$ cat src/core/pin_mux_pkg.sv
// Constants and carrier types for the port alternate function selector
//------------------------------------------------------------------------
// Summary of operation
// Port1 bits 6,7 are ports only while timer ch1,ch2 outputs and gates are 0.
// Port3 bit 1 is a port only while timer ch3 output and gate are 0.
// Port4 bit 2 is a port only while timer ch4 output and gate are 0.
// Port1 bit 5 is a port only while both calendar clock gates are 0.
// Port3 bit 0 is a port only while the calendar one-hertz gate is 0.
// Timer and calendar output gates reset to 0, pins start as ports.
// With a debug tool connected, port4 bit 0 is the first debug line.
// Single-line debug leaves port4 bit 1 an ordinary port.
// Two-line debug makes port4 bit 1 the second debug line.
// Software stops the two-wire unit before using port6 bits 0,1 as ports.
// Port12 function select accepts one write after reset, later ones ignored.
// Port12 pins given to an oscillator never act as inputs until reset.
// Port1 bits 0..4 are ports only while their serial channels release them.
// Port4 bits 3..5 are ports only while unit0 ch1 clocked serial is off.
// Claimed pins follow the alternate function, released pins latch and dir.
//------------------------------------------------------------------------
package pin_mux_pkg;
  localparam int NPINS = 22;
  localparam int ADDR_W = 8;
  localparam int DATA_W = 32;
  // Pin indices
  localparam int IX_PORT1_BIT0 = 0;
  localparam int IX_PORT1_BIT1 = 1;
  localparam int IX_PORT1_BIT2 = 2;
  localparam int IX_PORT1_BIT3 = 3;
  localparam int IX_PORT1_BIT4 = 4;
  localparam int IX_PORT1_BIT5 = 5;
  localparam int IX_PORT1_BIT6 = 6;
  localparam int IX_PORT1_BIT7 = 7;
  localparam int IX_PORT3_BIT0 = 8;
  localparam int IX_PORT3_BIT1 = 9;
  localparam int IX_PORT4_BIT0 = 10;
  localparam int IX_PORT4_BIT1 = 11;
  localparam int IX_PORT4_BIT2 = 12;
  localparam int IX_PORT4_BIT3 = 13;
  localparam int IX_PORT4_BIT4 = 14;
  localparam int IX_PORT4_BIT5 = 15;
  localparam int IX_PORT6_BIT0 = 16;
  localparam int IX_PORT6_BIT1 = 17;
  localparam int IX_PORT12_BIT1 = 18;
  localparam int IX_PORT12_BIT2 = 19;
  localparam int IX_PORT12_BIT3 = 20;
  localparam int IX_PORT12_BIT4 = 21;
  // Register byte offsets
  localparam logic [ADDR_W-1:0] OFS_PORT_LATCH = 8'h00;
  localparam logic [ADDR_W-1:0] OFS_PORT_DIR = 8'h04;
  localparam logic [ADDR_W-1:0] OFS_TIMER_OUT = 8'h08;
  localparam logic [ADDR_W-1:0] OFS_TIMER_GATE = 8'h0c;
  localparam logic [ADDR_W-1:0] OFS_CAL_CTRL_A = 8'h10;
  localparam logic [ADDR_W-1:0] OFS_CAL_CTRL_C = 8'h14;
  localparam logic [ADDR_W-1:0] OFS_OSC_SELECT = 8'h18;
  localparam logic [ADDR_W-1:0] OFS_PIN_LEVEL = 8'h1c;
  localparam logic [ADDR_W-1:0] OFS_STATUS = 8'h20;
  localparam logic [ADDR_W-1:0] OFS_CLAIM = 8'h24;
  // Field positions
  localparam int CAL_A_CLK_GATE_BIT = 4;
  localparam int CAL_A_ONEHZ_BIT = 5;
  localparam int CAL_C_CLK_GATE_BIT = 6;
  localparam int OSC_MAIN_BIT = 0;
  localparam int OSC_SUB_BIT = 1;
  localparam int STAT_DEBUG_CONN_BIT = 0;
  localparam int STAT_DEBUG_TWO_BIT = 1;
  localparam int STAT_OSC_LOCK_BIT = 2;
  // Reset values
  localparam logic [NPINS-1:0] RST_PORT_LATCH = 22'h000000;
  localparam logic [NPINS-1:0] RST_PORT_DIR = 22'h000000;
  localparam logic [7:0] RST_TIMER = 8'h00;
  localparam logic [7:0] RST_CAL_CTRL = 8'h00;
  localparam logic [1:0] RST_OSC_SELECT = 2'h0;

  typedef struct packed {
    logic [ADDR_W-1:0] addr;
    logic [DATA_W-1:0] wdata;
    logic wr;
    logic rd;
  } bus_req_s;

  typedef struct packed {
    logic base_clk;
    logic div_clk;
    logic second;
  } calendar_s;

  typedef struct packed {
    logic first_out;
    logic first_oe;
    logic second_out;
    logic second_oe;
  } debug_s;

  typedef struct packed {
    logic u0c0_claim;
    logic u0c0_clk_out;
    logic u0c0_data_out;
    logic u0c1_claim;
    logic u1c2_claim;
    logic u1c2_data_out;
    logic u1c3_claim;
    logic csi01_claim;
    logic csi01_clk_out;
    logic csi01_clk_oe;
    logic csi01_data_out;
  } serial_s;

  typedef struct packed {
    logic active;
    logic clk_drive_low;
    logic data_drive_low;
  } twowire_s;
endpackage

$ cat src/core/pin_sync3.sv
// Three-stage input synchroniser with agreement filter
`timescale 1ns/10ps
module pin_sync3 #(
  parameter int WIDTH = 1
) (
  // Clock and reset
  input wire logic clk_sys,
  input wire logic resetn,
  // Asynchronous input and filtered level
  input wire logic [WIDTH-1:0] async_in,
  output logic [WIDTH-1:0] level
);
  logic [WIDTH-1:0] stage1;
  logic [WIDTH-1:0] stage2;
  logic [WIDTH-1:0] stage3;
  logic [WIDTH-1:0] next_level;

  // Stage one feeds only stage two
  always_comb begin
    for (int i = 0; i < WIDTH; i++) begin
      next_level[i] = (stage2[i] == stage3[i]) ? stage3[i] : level[i];
    end
  end

  always_ff @(posedge clk_sys or negedge resetn) begin
    if (!resetn) begin
      stage1 <= '0;
      stage2 <= '0;
      stage3 <= '0;
      level <= '0;
    end else begin
      stage1 <= async_in;
      stage2 <= stage1;
      stage3 <= stage2;
      level <= next_level;
    end
  end
endmodule

$ cat src/core/pin_drive_cells.sv
// Registered pin drivers choosing alternate function or port latch
`timescale 1ns/10ps
module pin_drive_cells #(
  parameter int WIDTH = 1
) (
  // Clock and reset
  input wire logic clk_sys,
  input wire logic resetn,
  // Alternate function side
  input wire logic [WIDTH-1:0] alt_claim,
  input wire logic [WIDTH-1:0] alt_value,
  input wire logic [WIDTH-1:0] alt_oe,
  // Port side
  input wire logic [WIDTH-1:0] latch,
  input wire logic [WIDTH-1:0] dir,
  // Pins
  output logic [WIDTH-1:0] pin_out,
  output logic [WIDTH-1:0] pin_oe
);
  logic [WIDTH-1:0] next_pin_out;
  logic [WIDTH-1:0] next_pin_oe;

  always_comb begin
    for (int i = 0; i < WIDTH; i++) begin
      next_pin_out[i] = alt_claim[i] ? alt_value[i] : latch[i];
      next_pin_oe[i] = alt_claim[i] ? alt_oe[i] : dir[i];
    end
  end

  // All pins, claimed or released, drop back to input at reset
  always_ff @(posedge clk_sys or negedge resetn) begin
    if (!resetn) begin
      pin_out <= '0;
      pin_oe <= '0;
    end else begin
      pin_out <= next_pin_out;
      pin_oe <= next_pin_oe;
    end
  end
endmodule

$ cat src/core/port_alt_function_select.sv
// Port pin sharing between general-purpose I/O and alternate functions
//
// Strobed register access and the placing of the registers are this design's own decisions.
`timescale 1ns/10ps
module port_alt_function_select
  import pin_mux_pkg::*;
(
  // Clock and reset
  input wire logic clk_sys,
  input wire logic resetn,
  // Register port
  input wire bus_req_s bus_req,
  output logic [DATA_W-1:0] rdata,
  // Peripheral sources, same clock
  input wire calendar_s calendar,
  input wire debug_s debug,
  input wire serial_s serial,
  input wire twowire_s twowire,
  // Debug tool straps, from pins
  input wire logic debug_attach_pin,
  input wire logic debug_two_line_pin,
  // Pins
  input wire logic [NPINS-1:0] pin_in,
  output logic [NPINS-1:0] pin_out,
  output logic [NPINS-1:0] pin_oe,
  // Synchronised pin levels for peripherals
  output logic [NPINS-1:0] pin_level
);
  //----------------------------------------------------------------------
  // Register state
  //----------------------------------------------------------------------
  logic [NPINS-1:0] port_latch;
  logic [NPINS-1:0] port_dir;
  logic [7:0] timer_channel_output_reg;
  logic [7:0] timer_output_gate_reg;
  logic [7:0] calendar_ctrl_reg_a;
  logic [7:0] calendar_ctrl_reg_c;
  logic [1:0] osc_select;
  logic osc_locked;
  logic [NPINS-1:0] next_port_latch;
  logic [NPINS-1:0] next_port_dir;
  logic [7:0] next_timer_out;
  logic [7:0] next_timer_gate;
  logic [7:0] next_cal_a;
  logic [7:0] next_cal_c;
  logic [1:0] next_osc_select;
  logic next_osc_locked;
  logic [DATA_W-1:0] next_rdata;
  logic [NPINS-1:0] next_pin_level;

  logic [NPINS-1:0] sync_level;
  logic [1:0] dbg_sync;
  logic dbg_conn;
  logic dbg_two;
  logic [NPINS-1:0] alt_claim;
  logic [NPINS-1:0] alt_value;
  logic [NPINS-1:0] alt_oe;
  logic [NPINS-1:0] osc_mask;

  assign dbg_conn = dbg_sync[0];
  assign dbg_two = dbg_sync[1];

  function automatic logic hit(input bus_req_s req,
                               input logic [ADDR_W-1:0] ofs);
    hit = (req.addr == ofs);
  endfunction

  function automatic logic [DATA_W-1:0] widen(input logic [NPINS-1:0] v);
    widen = {{(DATA_W - NPINS){1'b0}}, v};
  endfunction

  //----------------------------------------------------------------------
  // Register writes
  //----------------------------------------------------------------------
  always_comb begin
    next_port_latch = port_latch;
    next_port_dir = port_dir;
    next_timer_out = timer_channel_output_reg;
    next_timer_gate = timer_output_gate_reg;
    next_cal_a = calendar_ctrl_reg_a;
    next_cal_c = calendar_ctrl_reg_c;
    next_osc_select = osc_select;
    next_osc_locked = osc_locked;
    if (bus_req.wr) begin
      if (hit(bus_req, OFS_PORT_LATCH)) begin
        next_port_latch = bus_req.wdata[NPINS-1:0];
      end
      if (hit(bus_req, OFS_PORT_DIR)) begin
        next_port_dir = bus_req.wdata[NPINS-1:0];
      end
      if (hit(bus_req, OFS_TIMER_OUT)) begin
        next_timer_out = bus_req.wdata[7:0];
      end
      if (hit(bus_req, OFS_TIMER_GATE)) begin
        next_timer_gate = bus_req.wdata[7:0];
      end
      if (hit(bus_req, OFS_CAL_CTRL_A)) begin
        next_cal_a = bus_req.wdata[7:0];
      end
      if (hit(bus_req, OFS_CAL_CTRL_C)) begin
        next_cal_c = bus_req.wdata[7:0];
      end
      // Only the first write after reset counts
      if (hit(bus_req, OFS_OSC_SELECT) && !osc_locked) begin
        next_osc_select = bus_req.wdata[1:0];
        next_osc_locked = 1'b1;
      end
    end
  end

  always_ff @(posedge clk_sys or negedge resetn) begin
    if (!resetn) begin
      port_latch <= RST_PORT_LATCH;
      port_dir <= RST_PORT_DIR;
      timer_channel_output_reg <= RST_TIMER;
      timer_output_gate_reg <= RST_TIMER;
      calendar_ctrl_reg_a <= RST_CAL_CTRL;
      calendar_ctrl_reg_c <= RST_CAL_CTRL;
      osc_select <= RST_OSC_SELECT;
      osc_locked <= 1'b0;
    end else begin
      port_latch <= next_port_latch;
      port_dir <= next_port_dir;
      timer_channel_output_reg <= next_timer_out;
      timer_output_gate_reg <= next_timer_gate;
      calendar_ctrl_reg_a <= next_cal_a;
      calendar_ctrl_reg_c <= next_cal_c;
      osc_select <= next_osc_select;
      osc_locked <= next_osc_locked;
    end
  end

  //----------------------------------------------------------------------
  // Alternate function claims
  //----------------------------------------------------------------------
  always_comb begin
    alt_claim = '0;
    alt_value = '0;
    alt_oe = '0;
    // Timer outputs; a stray output bit still claims the pin
    for (int ch = 1; ch <= 4; ch++) begin
      int ix;
      ix = (ch == 1) ? IX_PORT1_BIT6 : (ch == 2) ? IX_PORT1_BIT7 :
           (ch == 3) ? IX_PORT3_BIT1 : IX_PORT4_BIT2;
      alt_claim[ix] = timer_output_gate_reg[ch] |
                      timer_channel_output_reg[ch];
      alt_value[ix] = timer_channel_output_reg[ch];
      alt_oe[ix] = 1'b1;
    end
    // Calendar clock outputs
    alt_claim[IX_PORT1_BIT5] = calendar_ctrl_reg_a[CAL_A_CLK_GATE_BIT] |
                               calendar_ctrl_reg_c[CAL_C_CLK_GATE_BIT];
    alt_value[IX_PORT1_BIT5] = calendar_ctrl_reg_a[CAL_A_CLK_GATE_BIT] ?
                               calendar.base_clk : calendar.div_clk;
    alt_oe[IX_PORT1_BIT5] = 1'b1;
    alt_claim[IX_PORT3_BIT0] = calendar_ctrl_reg_a[CAL_A_ONEHZ_BIT];
    alt_value[IX_PORT3_BIT0] = calendar.second;
    alt_oe[IX_PORT3_BIT0] = 1'b1;
    // Debug lines
    alt_claim[IX_PORT4_BIT0] = dbg_conn;
    alt_value[IX_PORT4_BIT0] = debug.first_out;
    alt_oe[IX_PORT4_BIT0] = debug.first_oe;
    alt_claim[IX_PORT4_BIT1] = dbg_conn & dbg_two;
    alt_value[IX_PORT4_BIT1] = debug.second_out;
    alt_oe[IX_PORT4_BIT1] = debug.second_oe;
    // Serial array channels on port 1
    alt_claim[IX_PORT1_BIT0] = serial.u0c0_claim;
    alt_value[IX_PORT1_BIT0] = serial.u0c0_clk_out;
    alt_oe[IX_PORT1_BIT0] = 1'b1;
    alt_claim[IX_PORT1_BIT2] = serial.u0c0_claim;
    alt_value[IX_PORT1_BIT2] = serial.u0c0_data_out;
    alt_oe[IX_PORT1_BIT2] = 1'b1;
    alt_claim[IX_PORT1_BIT1] = serial.u0c1_claim;
    alt_claim[IX_PORT1_BIT3] = serial.u1c2_claim;
    alt_value[IX_PORT1_BIT3] = serial.u1c2_data_out;
    alt_oe[IX_PORT1_BIT3] = 1'b1;
    alt_claim[IX_PORT1_BIT4] = serial.u1c3_claim;
    // Clocked serial of unit0 ch1 on port 4
    alt_claim[IX_PORT4_BIT3] = serial.csi01_claim;
    alt_value[IX_PORT4_BIT3] = serial.csi01_clk_out;
    alt_oe[IX_PORT4_BIT3] = serial.csi01_clk_oe;
    alt_claim[IX_PORT4_BIT4] = serial.csi01_claim;
    alt_claim[IX_PORT4_BIT5] = serial.csi01_claim;
    alt_value[IX_PORT4_BIT5] = serial.csi01_data_out;
    alt_oe[IX_PORT4_BIT5] = 1'b1;
    // Two-wire lines are open drain; software must stop the unit first
    alt_claim[IX_PORT6_BIT0] = twowire.active;
    alt_oe[IX_PORT6_BIT0] = twowire.clk_drive_low;
    alt_claim[IX_PORT6_BIT1] = twowire.active;
    alt_oe[IX_PORT6_BIT1] = twowire.data_drive_low;
    // Oscillator pins: never driven, never read as input
    for (int k = IX_PORT12_BIT1; k <= IX_PORT12_BIT4; k++) begin
      alt_claim[k] = osc_mask[k];
    end
  end

  always_comb begin
    osc_mask = '0;
    osc_mask[IX_PORT12_BIT1] = osc_select[OSC_MAIN_BIT];
    osc_mask[IX_PORT12_BIT2] = osc_select[OSC_MAIN_BIT];
    osc_mask[IX_PORT12_BIT3] = osc_select[OSC_SUB_BIT];
    osc_mask[IX_PORT12_BIT4] = osc_select[OSC_SUB_BIT];
  end

  pin_drive_cells #(
    .WIDTH(NPINS)
  ) u_cells (
    .clk_sys(clk_sys),
    .resetn(resetn),
    .alt_claim(alt_claim),
    .alt_value(alt_value),
    .alt_oe(alt_oe),
    .latch(port_latch),
    .dir(port_dir),
    .pin_out(pin_out),
    .pin_oe(pin_oe)
  );

  //----------------------------------------------------------------------
  // Input side
  //----------------------------------------------------------------------
  pin_sync3 #(
    .WIDTH(NPINS)
  ) u_pin_sync (
    .clk_sys(clk_sys),
    .resetn(resetn),
    .async_in(pin_in),
    .level(sync_level)
  );

  pin_sync3 #(
    .WIDTH(2)
  ) u_dbg_sync (
    .clk_sys(clk_sys),
    .resetn(resetn),
    .async_in({debug_two_line_pin, debug_attach_pin}),
    .level(dbg_sync)
  );

  always_comb begin
    next_pin_level = sync_level & ~osc_mask;
    next_rdata = '0;
    if (bus_req.rd) begin
      case (bus_req.addr)
        OFS_PORT_LATCH: next_rdata = widen(port_latch);
        OFS_PORT_DIR: next_rdata = widen(port_dir);
        OFS_TIMER_OUT: next_rdata = {24'h000000, timer_channel_output_reg};
        OFS_TIMER_GATE: next_rdata = {24'h000000, timer_output_gate_reg};
        OFS_CAL_CTRL_A: next_rdata = {24'h000000, calendar_ctrl_reg_a};
        OFS_CAL_CTRL_C: next_rdata = {24'h000000, calendar_ctrl_reg_c};
        OFS_OSC_SELECT: next_rdata = {30'h0, osc_select};
        OFS_PIN_LEVEL: next_rdata = widen(pin_level);
        OFS_STATUS: next_rdata = {29'h0, osc_locked, dbg_two,
                                  dbg_conn};
        OFS_CLAIM: next_rdata = widen(alt_claim);
        default: next_rdata = '0;
      endcase
    end
  end

  // Read data stands only in the cycle after the strobe
  always_ff @(posedge clk_sys or negedge resetn) begin
    if (!resetn) begin
      rdata <= '0;
      pin_level <= '0;
    end else begin
      rdata <= next_rdata;
      pin_level <= next_pin_level;
    end
  end
endmodule

$ cat config.mk
export PLATFORM = sky130hd
export DESIGN_NAME = port_alt_function_select
export DESIGN_NICKNAME = d
export VERILOG_FILES = /design/src/core/pin_mux_pkg.sv /design/src/core/pin_sync3.sv /design/src/core/pin_drive_cells.sv /design/src/core/port_alt_function_select.sv
export SDC_FILE = /design/constraint.sdc
export NUM_CORES = 1
export LEC_CHECK = 0
export BUFFER_PORTS_ARGS = -buffer_cell sky130_fd_sc_hd__buf_2
export CAP_MARGIN = 20
export CORE_ASPECT_RATIO = 1.1
export CORE_MARGIN = 8
export CORE_UTILIZATION = 50
export CTS_BUF_LIST = sky130_fd_sc_hd__clkbuf_2 sky130_fd_sc_hd__clkbuf_4 sky130_fd_sc_hd__clkbuf_8
export DETAILED_ROUTE_END_ITERATION = 8
export PLACE_DENSITY = 0.73
export REMOVE_ABC_BUFFERS = 1
export SYNTH_ARGS = -nofsm -noshare
export SYNTH_HDL_FRONTEND = slang
export SYNTH_HIERARCHICAL = 1
export SYNTH_SLANG_ARGS = --single-unit
$ cat constraint.sdc
create_clock -name clk_sys -period 3.1 [get_ports clk_sys]
set_input_delay 0.31 -clock clk_sys [delete_from_list [all_inputs] [get_ports clk_sys]]
set_output_delay 0.31 -clock clk_sys [all_outputs]
set_load 0.1 [all_outputs]
Yosys cells after proc, flatten, opt, wreduce, memory -nomap -nowiden
Cells that the tools add are included.
W data, S select, Z words.
Storage, ports and cells
  bits in read-only memories: 0
  RAM bits: 0
  memories: 0
  bits in registers: 273
  word-level logic and storage cells: 140
  latch bits: 0
  input port bits: 89
Operators by class
  multipliers: 0
  muxes and demuxes: 47
  bitwise logic cells: 8
  eq/ne operators: 33
  order comparisons: 0
  add/subtract/negate cells: 0
  reduce and logical (&&, ||, !) cells: 10
  div/mod/pow operators: 0
  shift-type cells: 0
Operators by type and width (count)
  $pmux W22 S10: 1
  $mux W1: 45
  $eq A8 B5 Y1 const B: 4
  $eq A1 B1 Y1: 24
  $and A22 B22 Y22: 1
  $mux W22: 1
  $not A22 Y22: 1
  $eq A8 B4 Y1 const B: 2
  $eq A8 B6 Y1 const B: 2
  $reduce_and A2 Y1: 7
  $eq A8 B3 Y1 const B: 1
  $logic_not A8 Y1: 1
  $or A1 B1 Y1: 5
  $and A1 B1 Y1: 1
  $logic_and A1 B1 Y1: 1
  $logic_not A1 Y1: 1

Longest topological paths before layout
Gate-level depths: netlist (run 1).
  depth after elaboration: 3
  gate-level depth with buffers: 8

By module
Netlist (run 1), hierarchy kept.
By module, submodules not included
  port_alt_function_select: cells each 407, area an instance 5467.7 um^2, times used 1
  pin_sync3 (u_pin_sync): cells each 110, area an instance 2449.8 um^2, times used 1
  pin_drive_cells: cells each 88, area an instance 1596.5 um^2, times used 1
  pin_sync3 (u_dbg_sync): cells each 10, area an instance 222.7 um^2, times used 1

Least setup slack after synthesis (run 1)
Ideal clock, no wire load.
  path kind: input to register
  start point: input port bus_req[36] (netlist bit)
  end point: register rdata[13]
  buffers on the path: 3
  arrival time: 1515 ps
  cell stages on the path: 6
  path slack: 1448 ps
  required time: 2964 ps
  cells stage by stage: buf_2 buf_2 buf_2 mux2_2 a22oi_1 a21oi_1
Between the ends
  cells in the longest elaborated chain, start to end: 3
  elaborated cells between the ends (all ways): 12
  those cells by class: eq/ne: 9; mux: 2; reduce/logical: 1
Ends and longest elaborated chain
  start: declaration: line port_alt_function_select.sv:12  | input wire bus_req_s bus_req,
  $eq A8 B6 Y1, or another cell as far along: line port_alt_function_select.sv:244  | case (bus_req.addr)
  $pmux W22 S10 (*): line port_alt_function_select.sv:244
  $mux W22 (*): line port_alt_function_select.sv:243  | if (bus_req.rd) begin
  net next_rdata[13]: line port_alt_function_select.sv:48  | logic [DATA_W-1:0] next_rdata;
  end signal: assignment: line port_alt_function_select.sv:267  | rdata <= next_rdata;
  end: declaration: line port_alt_function_select.sv:13  | output logic [DATA_W-1:0] rdata,
The timed path passes the listed nets; every way through them passes the cells marked *.
A chain may end at the register's enable or synchronous reset.

Worst setup path after layout (run 1)
  start point: input port bus_req[37] (netlist bit)
  end point: register timer_channel_output_reg[5]
Between the ends
  cells in the longest elaborated chain, start to end: 2
Ends and longest elaborated chain
  $eq A8 B4 Y1: line port_alt_function_select.sv:65  | hit = (req.addr == ofs);
  $reduce_and A2 Y1 (no line)
  end signal: assignment: line port_alt_function_select.sv:124  | timer_channel_output_reg <= next_timer_out;
  end: declaration: line port_alt_function_select.sv:34  | logic [7:0] timer_channel_output_reg;
Every way passes these cells.

==> impl_metrics.json, run 1 <==
{
  "timing.critical_path.arrival_ns": 2.11,
  "timing.critical_path.from_type": "input port",
  "viasPerCell": 5.27,
  "dieHeight_um": 162,
  "holdCritStartpoint": "serial[9]",
  "fillers": 1453,
  "grt_pass1_wl_mm": 36.6,
  "layout_commonest_cell": "sky130_fd_sc_hd__dfrtp_1",
  "worst_clock_skew_ns": 0.0209,
  "regArea_um2": 6580,
  "power-per-cell-area_nw_per_um2": 628,
  "min_path_type": "input port to register",
  "fmax_ghz": 0.582,
  "critPathLaunch": "bus_req[37]",
  "final_min_period_ns": 1.72,
  "total_number_of_placement_rows": 53,
  "timing.slew.headroom_pct": 53.0,
  "synth_seq_cells": 263,
  "die_x_um": 149,
  "total_routed_length_mm": 23.1,
  "post_cts.repair.setup_buffers": 0,
  "sequentialPowerShare_pct": 49.0,
  "worst_pin_slew_ns": 0.700,
  "deepest_clock_path_buffer_count": 3,
  "synth.yosys.warnings": 6,
  "clk-insertion-delay-late_ns": 0.53,
  "route.detailed.drc": 0,
  "r2r-start": "u_dbg_sync/level[1]$_DFFE_PN0N_",
  "total_via_count_in_the_routed_design": 6093,
  "synth_area_per_cell_um2": 15.8,
  "synthesis.area_um2": 9740,
  "maxCapViolCount": 0,
  "pin_count_of_the_biggest_net_entering_global_routing": 94,
  "setup.worst_path.end_class": "register",
  "finalNonFillerCells": 1156,
  "worst-endpoint-required_ns": 3.49,
  "power.combinational.fraction_pct": 13.9,
  "fin_total_pwr_uw": 7640,
  "cp_slowest_stage_delay_ns": 0.64,
  "reg2reg_setup_slack_ns": 1.67,
  "leakagePower_uw": 0.00606,
  "drt_first_iter_violations": 280,
  "numClockSinks": 263,
  "yosys.area.top_type_share_pct": 67.6,
  "start_util_pct": 51.0,
  "detailed_place_hpwl_mm": 15.7,
  "routabilityCongestion": 0.843,
  "multiInputGateArea_um2": 3080,
  "post_synth_inst_count": 615,
  "yosysUniqueCellTypes": 51,
  "core_area_um2": 19100,
  "final_slew_violations": 0,
  "most_frequent_cells_in_the_layout": "sky130_fd_sc_hd__dfrtp_1, sky130_fd_sc_hd__buf_2, sky130_fd_sc_hd__mux2_2",
  "report.final.hold_viol_count": 0,
  "share_clk_of_total_power_pct": 37.1,
  "io_buffer_count": 166,
  "die_area_um2": 24200,
  "setup_slack_ns": 1.38,
  "rsz0062_at_grt": "no",
  "crit_path_top_delay_cell": "sky130_fd_sc_hd__nor4b_2",
  "vdd_ir_drop_max_mv": 0.397,
  "detailedRoute.firstPassIterationCount": 5,
  "final.period_utilization_pct": 55.4,
  "cts-root-buf": "sky130_fd_sc_hd__clkbuf_8",
  "ioPinCount": 187,
  "synth_top_cells_by_area": "sky130_fd_sc_hd__dfrtp_1, sky130_fd_sc_hd__mux2_2, sky130_fd_sc_hd__maj3_2, sky130_fd_sc_hd__mux2_1, sky130_fd_sc_hd__mux2i_1",
  "pre_cts_ws_ns": 0.871,
  "worstSetupPathType": "input port to register",
  "final_layout_size_suffix_gt1_share_pct": 45.2,
  "clk_pin_slew_ns": 0.06,
  "finalSetupViolations": 0,
  "portion_of_the_post_synthesis_area_used_by_sequential_elements_pct": 67.6,
  "via_count_of_the_first_global_routing_pass": 6756,
  "cp_max_fo": 22,
  "share_of_the_core_filled_with_cells_in_the_final_layout_pct": 63.7,
  "setup-tns-final_ns": 0,
  "cell_internal_pwr_uw": 5490,
  "cts_made_buffers": 41,
  "antenna_found_initial": 2,
  "area_delta_synth_final_pct": 25.0,
  "grt_remaining_overflow": 0,
  "result_of_the_run": "finished clean",
  "yosysTopAreaCell": "sky130_fd_sc_hd__dfrtp_1",
  "track_usage_pct": 19.4,
  "clock_tree.htree_level_count": 2,
  "tritoncts": "built",
  "p_switching_uw": 2160,
  "drt-wirelength-per-cell_um": 20.0,
  "num-nets-final": 970,
  "dp_cells": 1046,
  "critical_path.cell_chain": "buf_2 -> nor4b_2 -> nand3_2 -> mux2_2",
  "ant_nets": 0,
  "sw_share_pct": 28.2
}
-- area by class of cell --
| class | instances | share of cell area [%] |
|---|---|---|
| antenna | 1 | 0.0206 |
| clock buffer | 63 | 6.35 |
| clock inverter | 7 | 0.319 |
| inverter | 2 | 0.0617 |
| multi-input combinational | 352 | 25.3 |
| sequential | 263 | 54.1 |
| tap | 247 | 2.54 |
| timing repair buffer | 221 | 11.3 |
-- metal layers --
metal  routed length [um]  track usage [%]  vias up
met1                 9310             23.4     3095
met3                 1590             5.61       53
met2                11600             32.4      232
li1                     -                -     2711
met5                   13                0        -
met4                  659             7.44        2
-- synthesized netlist by cell type (all sizes together) --
master and instances:
a211oi 1, a21o 2, a21oi 19, a222oi 5, a22o 2, a22oi 13
a31o 1, a31oi 2, a32o 2, a32oi 2, and2 3, and3 3
and3b 1, buf 26, clkbuf 6, conb 2, dfrtp 263, inv 2
maj3 24, mux2 139, mux2i 15, mux4 2, nand2 12, nand3 9
nand3b 3, nand4 2, nand4b 1, nand4bb 1, nor2 13, nor2b 4
nor3 7, nor3b 2, nor4 2, nor4b 3, o21ai 8, o22ai 2
o2bb2ai 3, or2 5, or4 2, or4b 1
-- through the flow --
stage          instance area (um2)  hold slack, ns
2_1_floorplan                 9670          0.0144
3_3_place_gp                 11000           0.332
3_5_place_dp                 11000           0.336
4_1_cts                      12200        0.000904
5_1_grt                      12200         0.00268
6_report                     12200          0.0262
-- power by group through the flow --
stage / clock, uW / sequential (uW) / combinational, uW
finish: 2830 / 3740 / 1070
global route: 3080 / 3760 / 1120
CTS: 2920 / 3740 / 1080
detailed placement: 0 / 3800 / 1030
global placement: 0 / 3790 / 1020
floorplan: 0 / 4250 / 248
-- worst max-delay path: cells and delay by family --
family	cells	cell delay, ns
buffers and inverters	1	0.40
AND/OR/NAND/NOR	2	1.01
multiplexers	1	0.38
-- final timing paths --
kind,endpoint,cells past startpoint
setup / recovery,timer_channel_output_reg[5]$_DFFE_PN0P_,4
hold / removal,u_cells/pin_out[0]$_DFF_PN0_,2
setup reg to reg,rdata[1]$_DFF_PN0_,4
hold reg to reg,u_dbg_sync/stage2[1]$_DFF_PN0_,0
max in group asynchronous,rdata[7]$_DFF_PN0_,3
min in group asynchronous,u_cells/pin_out[16]$_DFF_PN0_,2
-- kinds of logic after synthesis --
logic type               share of synthesized area (%)
adder cells (fa/ha/maj)                           2.78
multiplexers                                      18.1
buffers and inverters                             2.04
AO/OA/AOI/OAI                                     4.32
other                                           0.0771
flip-flops                                        67.6
AND/OR/NAND/NOR                                   5.11
-- what timing repair did --
action / CTS / global route
endpoints found under the hold margin: 131 / 0
hold buffers: 39 / 0
resized for setup: 0 / 0
Power figures use the tool's default switching activity.
==> run 2, diff against run 1 <==
==> constraint.sdc (replaced) <==
create_clock -name clk_sys -period 1.6 [get_ports clk_sys]
set_input_delay 0.16 -clock clk_sys [delete_from_list [all_inputs] [get_ports clk_sys]]
set_output_delay 0.16 -clock clk_sys [all_outputs]
set_load 0.1 [all_outputs]
==> run 2 against run 1 <==
Against the previous run:
- sequential power up 94%
- flip-flop and latch count unchanged
- total power up 98%
- global-route usage up 1.2 points
- clock power increased by 100%
- critical endpoint is now pin_level[21]
==> impl_metrics.json, run 2 (same netlist as run 1, synthesis figures left out) <==
{
  "timing.slew.headroom_pct": 65.4,
  "cts-root-buf": "sky130_fd_sc_hd__clkbuf_8",
  "dieHeight_um": 162,
  "r2r-start": "osc_select[0]$_DFFE_PN0P_",
  "critPathBufInv": 1,
  "clk-insertion-delay-late_ns": 0.54,
  "route.met2.wl_mm": 12.6,
  "route.detailed.drc": 0,
  "sw_share_pct": 28.3,
  "cp_top_family": "buffers and inverters",
  "post_cts.repair.setup_buffers": 0,
  "postLayoutCellArea_um2": 13000,
  "area_delta_synth_final_pct": 33.5,
  "regArea_um2": 6580,
  "timing.critical_path.from_type": "register",
  "worst_clock_skew_ns": 0.0198,
  "crit_path_top_delay_cell": "sky130_fd_sc_hd__buf_2",
  "drt_first_iter_violations": 254,
  "pin_count_of_the_biggest_net_entering_global_routing": 64,
  "insertedDiodeCount": 0,
  "numClockSinks": 263,
  "maxCapViolCount": 0,
  "fmax_ghz": 0.654,
  "viasPerCell": 5.17,
  "dr_wl_met3_mm": 1.42,
  "worst_hold_path.num_cells": 2,
  "power-per-cell-area_nw_per_um2": 1170,
  "sequentialPowerShare_pct": 47.8,
  "min_delay_worst_endpoint": "osc_locked$_DFFE_PN0P_",
  "ioPinCount": 187,
  "holdCritStartpoint": "bus_req[1]",
  "r2r.worst_path.cells": 4,
  "die_area_um2": 24200,
  "io_buffer_count": 166,
  "drt-wirelength-per-cell_um": 19.8,
  "routabilityCongestion": 0.838,
  "most_frequent_cells_in_the_layout": "sky130_fd_sc_hd__dfrtp_1, sky130_fd_sc_hd__buf_2, sky130_fd_sc_hd__mux2_2",
  "start_util_pct": 51.0,
  "rsz0062_at_grt": "no",
  "postPlaceCellArea_um2": 11400,
  "critical_path.cell_chain": "buf_2",
  "clock_tree.htree_level_count": 2,
  "share_clk_of_total_power_pct": 37.5,
  "final.period_utilization_pct": 95.6,
  "detailed_place_hpwl_mm": 16.9,
  "antenna_found_initial": 0,
  "worst-endpoint-required_ns": 1.44,
  "die_x_um": 149,
  "grt_pass1_wl_mm": 38.8,
  "worstSetupPathType": "register to output port",
  "core_area_um2": 19100,
  "worst_pin_slew_ns": 0.519,
  "min_path_type": "input port to register",
  "reg2reg_setup_slack_ns": 0.22,
  "finalNonFillerCells": 1238,
  "cp_slowest_stage_delay_ns": 0.45,
  "final_layout_size_suffix_gt1_share_pct": 46.1,
  "ant_nets": 0,
  "detailedRoute.firstPassIterationCount": 5,
  "rr_endpoint": "rdata[0]$_DFF_PN0_",
  "total_number_of_placement_rows": 53,
  "number_of_instances_resized_during_post_cts_repair": 0,
  "cell_internal_pwr_uw": 10900,
  "timing.critical_path.arrival_ns": 1.37,
  "final_min_period_ns": 1.53,
  "p_switching_uw": 4290,
  "top_layer_used": "met4",
  "multiInputGateArea_um2": 3080,
  "final_slew_violations": 0,
  "total_routed_length_mm": 24.5,
  "vdd_ir_drop_max_mv": 0.980,
  "cts_made_buffers": 42,
  "dp_cells": 1091,
  "leakagePower_uw": 0.00649,
  "deepest_clock_path_buffer_count": 3,
  "detail_route.wirelength.met1_mm": 9.83,
  "tritoncts": "built",
  "layout_commonest_cell": "sky130_fd_sc_hd__dfrtp_1",
  "fillers": 1327,
  "via_count_of_the_first_global_routing_pass": 7146,
  "setup.worst_path.end_class": "output port",
  "clk_pin_slew_ns": 0.06,
  "result_of_the_run": "finished clean",
  "num-nets-final": 1052,
  "cp_max_fo": 2,
  "power.combinational.fraction_pct": 14.7,
  "track_usage_pct": 20.6,
  "finalSetupViolations": 0,
  "total_via_count_in_the_routed_design": 6395,
  "grt_remaining_overflow": 0,
  "report.final.hold_viol_count": 0
}
-- run 2: through the flow --
step	hold WS, ns	util (%)	total power, uW	TNS, ns	worst slack [ns]
finish	0.0718	68.0	15200	0	0.0706
global route	0.0317	68.0	15800	0	0.00783
CTS	0.0240	68.0	15300	0	0.0261
detailed placement	0.146	59.7	9450	-2.01	-0.154
global placement	0.139	59.7	9390	-1.68	-0.112
floorplan	-0.136	-	8720	-0.505	-0.0325
-- run 2: power by group through the flow --
stage          clock network [uW]  registers, uW  logic [uW]
5_1_grt                      6140           7300        2330
3_5_place_dp                    0           7370        2080
4_1_cts                      5850           7250        2230
6_report                     5690           7250        2220
3_3_place_gp                    0           7340        2050
2_1_floorplan                   0           8240         481
-- run 2: area by class of cell --
| cell class | count | area share, % |
|---|---|---|
| flip-flops and latches | 263 | 50.6 |
| multi-input cells | 352 | 23.7 |
| well taps | 247 | 2.38 |
| clock buffers | 65 | 6.21 |
| clock inverters | 7 | 0.337 |
| inverters | 2 | 0.0578 |
| repair buffers | 302 | 16.6 |
-- run 2: how the worst max path moves through the flow --
stage / start / to / slack, ns / depth (start not counted)
global route: pin_level[21]$_DFF_PN0_ / pin_level[21] / 0.008 / 1
global placement: bus_req[39] / rdata[16]$_DFF_PN0_ / -0.11 / 6
detailed placement: bus_req[36] / osc_select[0]$_DFFE_PN0P_ / -0.15 / 6
CTS: pin_level[3]$_DFF_PN0_ / pin_level[3] / 0.03 / 1
finish: pin_level[21]$_DFF_PN0_ / pin_level[21] / 0.07 / 1
floorplan: bus_req[38] / port_latch[10]$_DFFE_PN0P_ / -0.03 / 3
-- run 2: what timing repair did --
action / CTS / global route
hold endpoints to repair: 377 / 0
endpoints found under the setup margin: 0 / 0
hold buffers: 75 / 0
-- run 2: layer usage --
metal | track usage, % | vias up
li1 | - | 2867
met1 | 24.9 | 3268
met2 | 35.4 | 214
met3 | 4.81 | 46
met4 | 7.30 | 0
met5 | 0 | -
==> run 3, diff against run 2 <==
--- a/config.mk
+++ b/config.mk
@@ -13,6 +13,7 @@
 export CTS_BUF_LIST = sky130_fd_sc_hd__clkbuf_2 sky130_fd_sc_hd__clkbuf_4 sky130_fd_sc_hd__clkbuf_8
 export DETAILED_ROUTE_END_ITERATION = 8
 export PLACE_DENSITY = 0.73
+export RECOVER_POWER = 100
 export REMOVE_ABC_BUFFERS = 1
 export SYNTH_ARGS = -nofsm -noshare
 export SYNTH_HDL_FRONTEND = slang
==> run 3 against run 2 <==
Against the previous run:
- via count decreased by 1.1%
- non-clock buffer count unchanged
- combinational power decreased by 2%
- clock skew about the same
- critical path type is now input port to register
- critical path depth increased by 5
- highest routed layer unchanged
==> impl_metrics.json, run 3 (same netlist as run 1, synthesis figures left out) <==
{
  "worst-endpoint-required_ns": 2.02,
  "final_min_period_ns": 1.58,
  "num-nets-final": 1052,
  "fin_total_pwr_uw": 15100,
  "die_x_um": 149,
  "final_slew_violations": 0,
  "insertedDiodeCount": 0,
  "clk-insertion-delay-late_ns": 0.54,
  "track_usage_pct": 20.6,
  "maxCapViolCount": 0,
  "number_of_instances_resized_during_post_cts_repair": 0,
  "grt_pass1_wl_mm": 38.8,
  "result_of_the_run": "finished clean",
  "final_layout_size_suffix_gt1_share_pct": 41.7,
  "core_area_um2": 19100,
  "layout_commonest_cell": "sky130_fd_sc_hd__dfrtp_1",
  "via_count_of_the_first_global_routing_pass": 7146,
  "worstSetupPathType": "input port to register",
  "power-per-cell-area_nw_per_um2": 1180,
  "drt_first_iter_violations": 281,
  "finalSetupViolations": 0,
  "crit_path_top_delay_cell": "sky130_fd_sc_hd__nor4b_1",
  "io_buffer_count": 166,
  "dieHeight_um": 162,
  "deepest_clock_path_buffer_count": 3,
  "total_routed_length_mm": 24.4,
  "rsz0062_at_grt": "no",
  "tritoncts": "built",
  "critical_path.cell_chain": "clkbuf_1 -> clkbuf_4 -> nor4b_1 -> buf_4 -> nand4b_1 -> mux2_2",
  "worst_clock_skew_ns": 0.0194,
  "reg2reg_setup_slack_ns": 0.20,
  "start_util_pct": 51.0,
  "worst_pin_slew_ns": 0.854,
  "drt-wirelength-per-cell_um": 19.7,
  "fmax_ghz": 0.633,
  "die_area_um2": 24200,
  "grt_remaining_overflow": 0,
  "clock_tree.htree_level_count": 2,
  "vdd_ir_drop_max_mv": 0.976,
  "post_cts.repair.setup_buffers": 0,
  "critPathBufInv": 3,
  "min_path_type": "input port to register",
  "cts_made_buffers": 42,
  "route.detailed.drc": 0,
  "setup.worst_path.end_class": "register",
  "total_number_of_placement_rows": 53,
  "numClockSinks": 263,
  "total_via_count_in_the_routed_design": 6327,
  "pin_count_of_the_biggest_net_entering_global_routing": 64,
  "area_delta_synth_final_pct": 31.4,
  "cp_slowest_stage_delay_ns": 0.69,
  "timing.slew.headroom_pct": 43.1,
  "most_frequent_cells_in_the_layout": "sky130_fd_sc_hd__dfrtp_1, sky130_fd_sc_hd__mux2_2, sky130_fd_sc_hd__buf_2",
  "cp_top_family": "simple AND/OR/NAND/NOR gates",
  "routabilityCongestion": 0.838,
  "cp_max_fo": 20,
  "timing.critical_path.arrival_ns": 2.00,
  "leakagePower_uw": 0.00632,
  "report.final.hold_viol_count": 0,
  "viasPerCell": 5.11,
  "ioPinCount": 187,
  "detailedRoute.firstPassIterationCount": 4,
  "setup-tns-final_ns": 0,
  "clk_pin_slew_ns": 0.06,
  "detailed_place_hpwl_mm": 16.9,
  "cts-root-buf": "sky130_fd_sc_hd__clkbuf_8",
  "antenna_found_initial": 0,
  "final.period_utilization_pct": 98.8,
  "ant_nets": 0,
  "timing.critical_path.from_type": "input port"
}
## run 3: cell count changes in the layout (fill, tap and decap cells not counted), moves of 2 or more
cell	delta
sky130_fd_sc_hd__buf_2	-79
sky130_fd_sc_hd__maj3_1	+24
sky130_fd_sc_hd__nand3_2	-2
sky130_fd_sc_hd__clkbuf_2	+79
sky130_fd_sc_hd__maj3_2	-24
sky130_fd_sc_hd__clkbuf_1	+16
sky130_fd_sc_hd__nand3_1	+2
sky130_fd_sc_hd__buf_12	-7
sky130_fd_sc_hd__buf_4	-14
sky130_fd_sc_hd__clkbuf_4	+6
## run 3: final timing paths
check | start | endpoint | cells past startpoint
setup reg to reg | osc_select[0]$_DFFE_PN0P_ | rdata[0]$_DFF_PN0_ | 4
setup / recovery | bus_req[36] | osc_select[0]$_DFFE_PN0P_ | 6
max in group asynchronous | resetn | u_pin_sync/stage2[15]$_DFF_PN0_ | 3
hold reg to reg | u_pin_sync/stage1[9]$_DFF_PN0_ | u_pin_sync/stage2[9]$_DFF_PN0_ | 0
hold / removal | bus_req[1] | osc_locked$_DFFE_PN0P_ | 2
min in group asynchronous | resetn | port_latch[16]$_DFFE_PN0P_ | 2
## run 3: area by class of cell
| class | count | area [um2] |
|---|---|---|
| Inverter | 2 | 7.51 |
| Clock buffer | 65 | 807 |
| Sequential cell | 263 | 6580 |
| Clock inverter | 7 | 43.8 |
| Tap cell | 247 | 309 |
| Timing Repair Buffer | 302 | 2010 |
| Fill cell | 1374 | 6300 |
| Multi-Input combinational cell | 352 | 3040 |
## run 3: power by group
part           internal (uW)  switching [uW]
Combinational            594            1580
Clock                   3210            2490
Sequential              7030             220
Total                  10800            4280
## run 3: metal layers
layer,global-route usage (%),up-vias,share of wire [%]
li1,-,2865,-
met1,24.9,3220,40
met2,35.4,195,52
met3,4.81,47,5.7
met4,7.30,0,2.5
met5,0,-,0
## run 3: per-stage QoR
step / instance area (um2) / hold WS (ns) / worst slack, ns / util [%] / std cells
2_1_floorplan: 9670 / -0.136 / -0.0325 / - / 617
3_3_place_gp: 11400 / 0.139 / -0.112 / 59.7 / 1091
3_5_place_dp: 11400 / 0.146 / -0.154 / 59.7 / 1091
4_1_cts: 13000 / 0.0240 / 0.0261 / 68.0 / 1238
5_1_grt: 12800 / 0.0150 / 0.00783 / 67.0 / 1238
6_report: 12800 / 0.0374 / 0.0198 / 67.0 / 1238
## run 3: what timing repair did
| item | 4_1_cts | 5_1_grt |
|---|---|---|
| setup endpoints to repair | 0 | 0 |
| hold buffers | 75 | 0 |
| endpoints found under the hold margin | 377 | 0 |
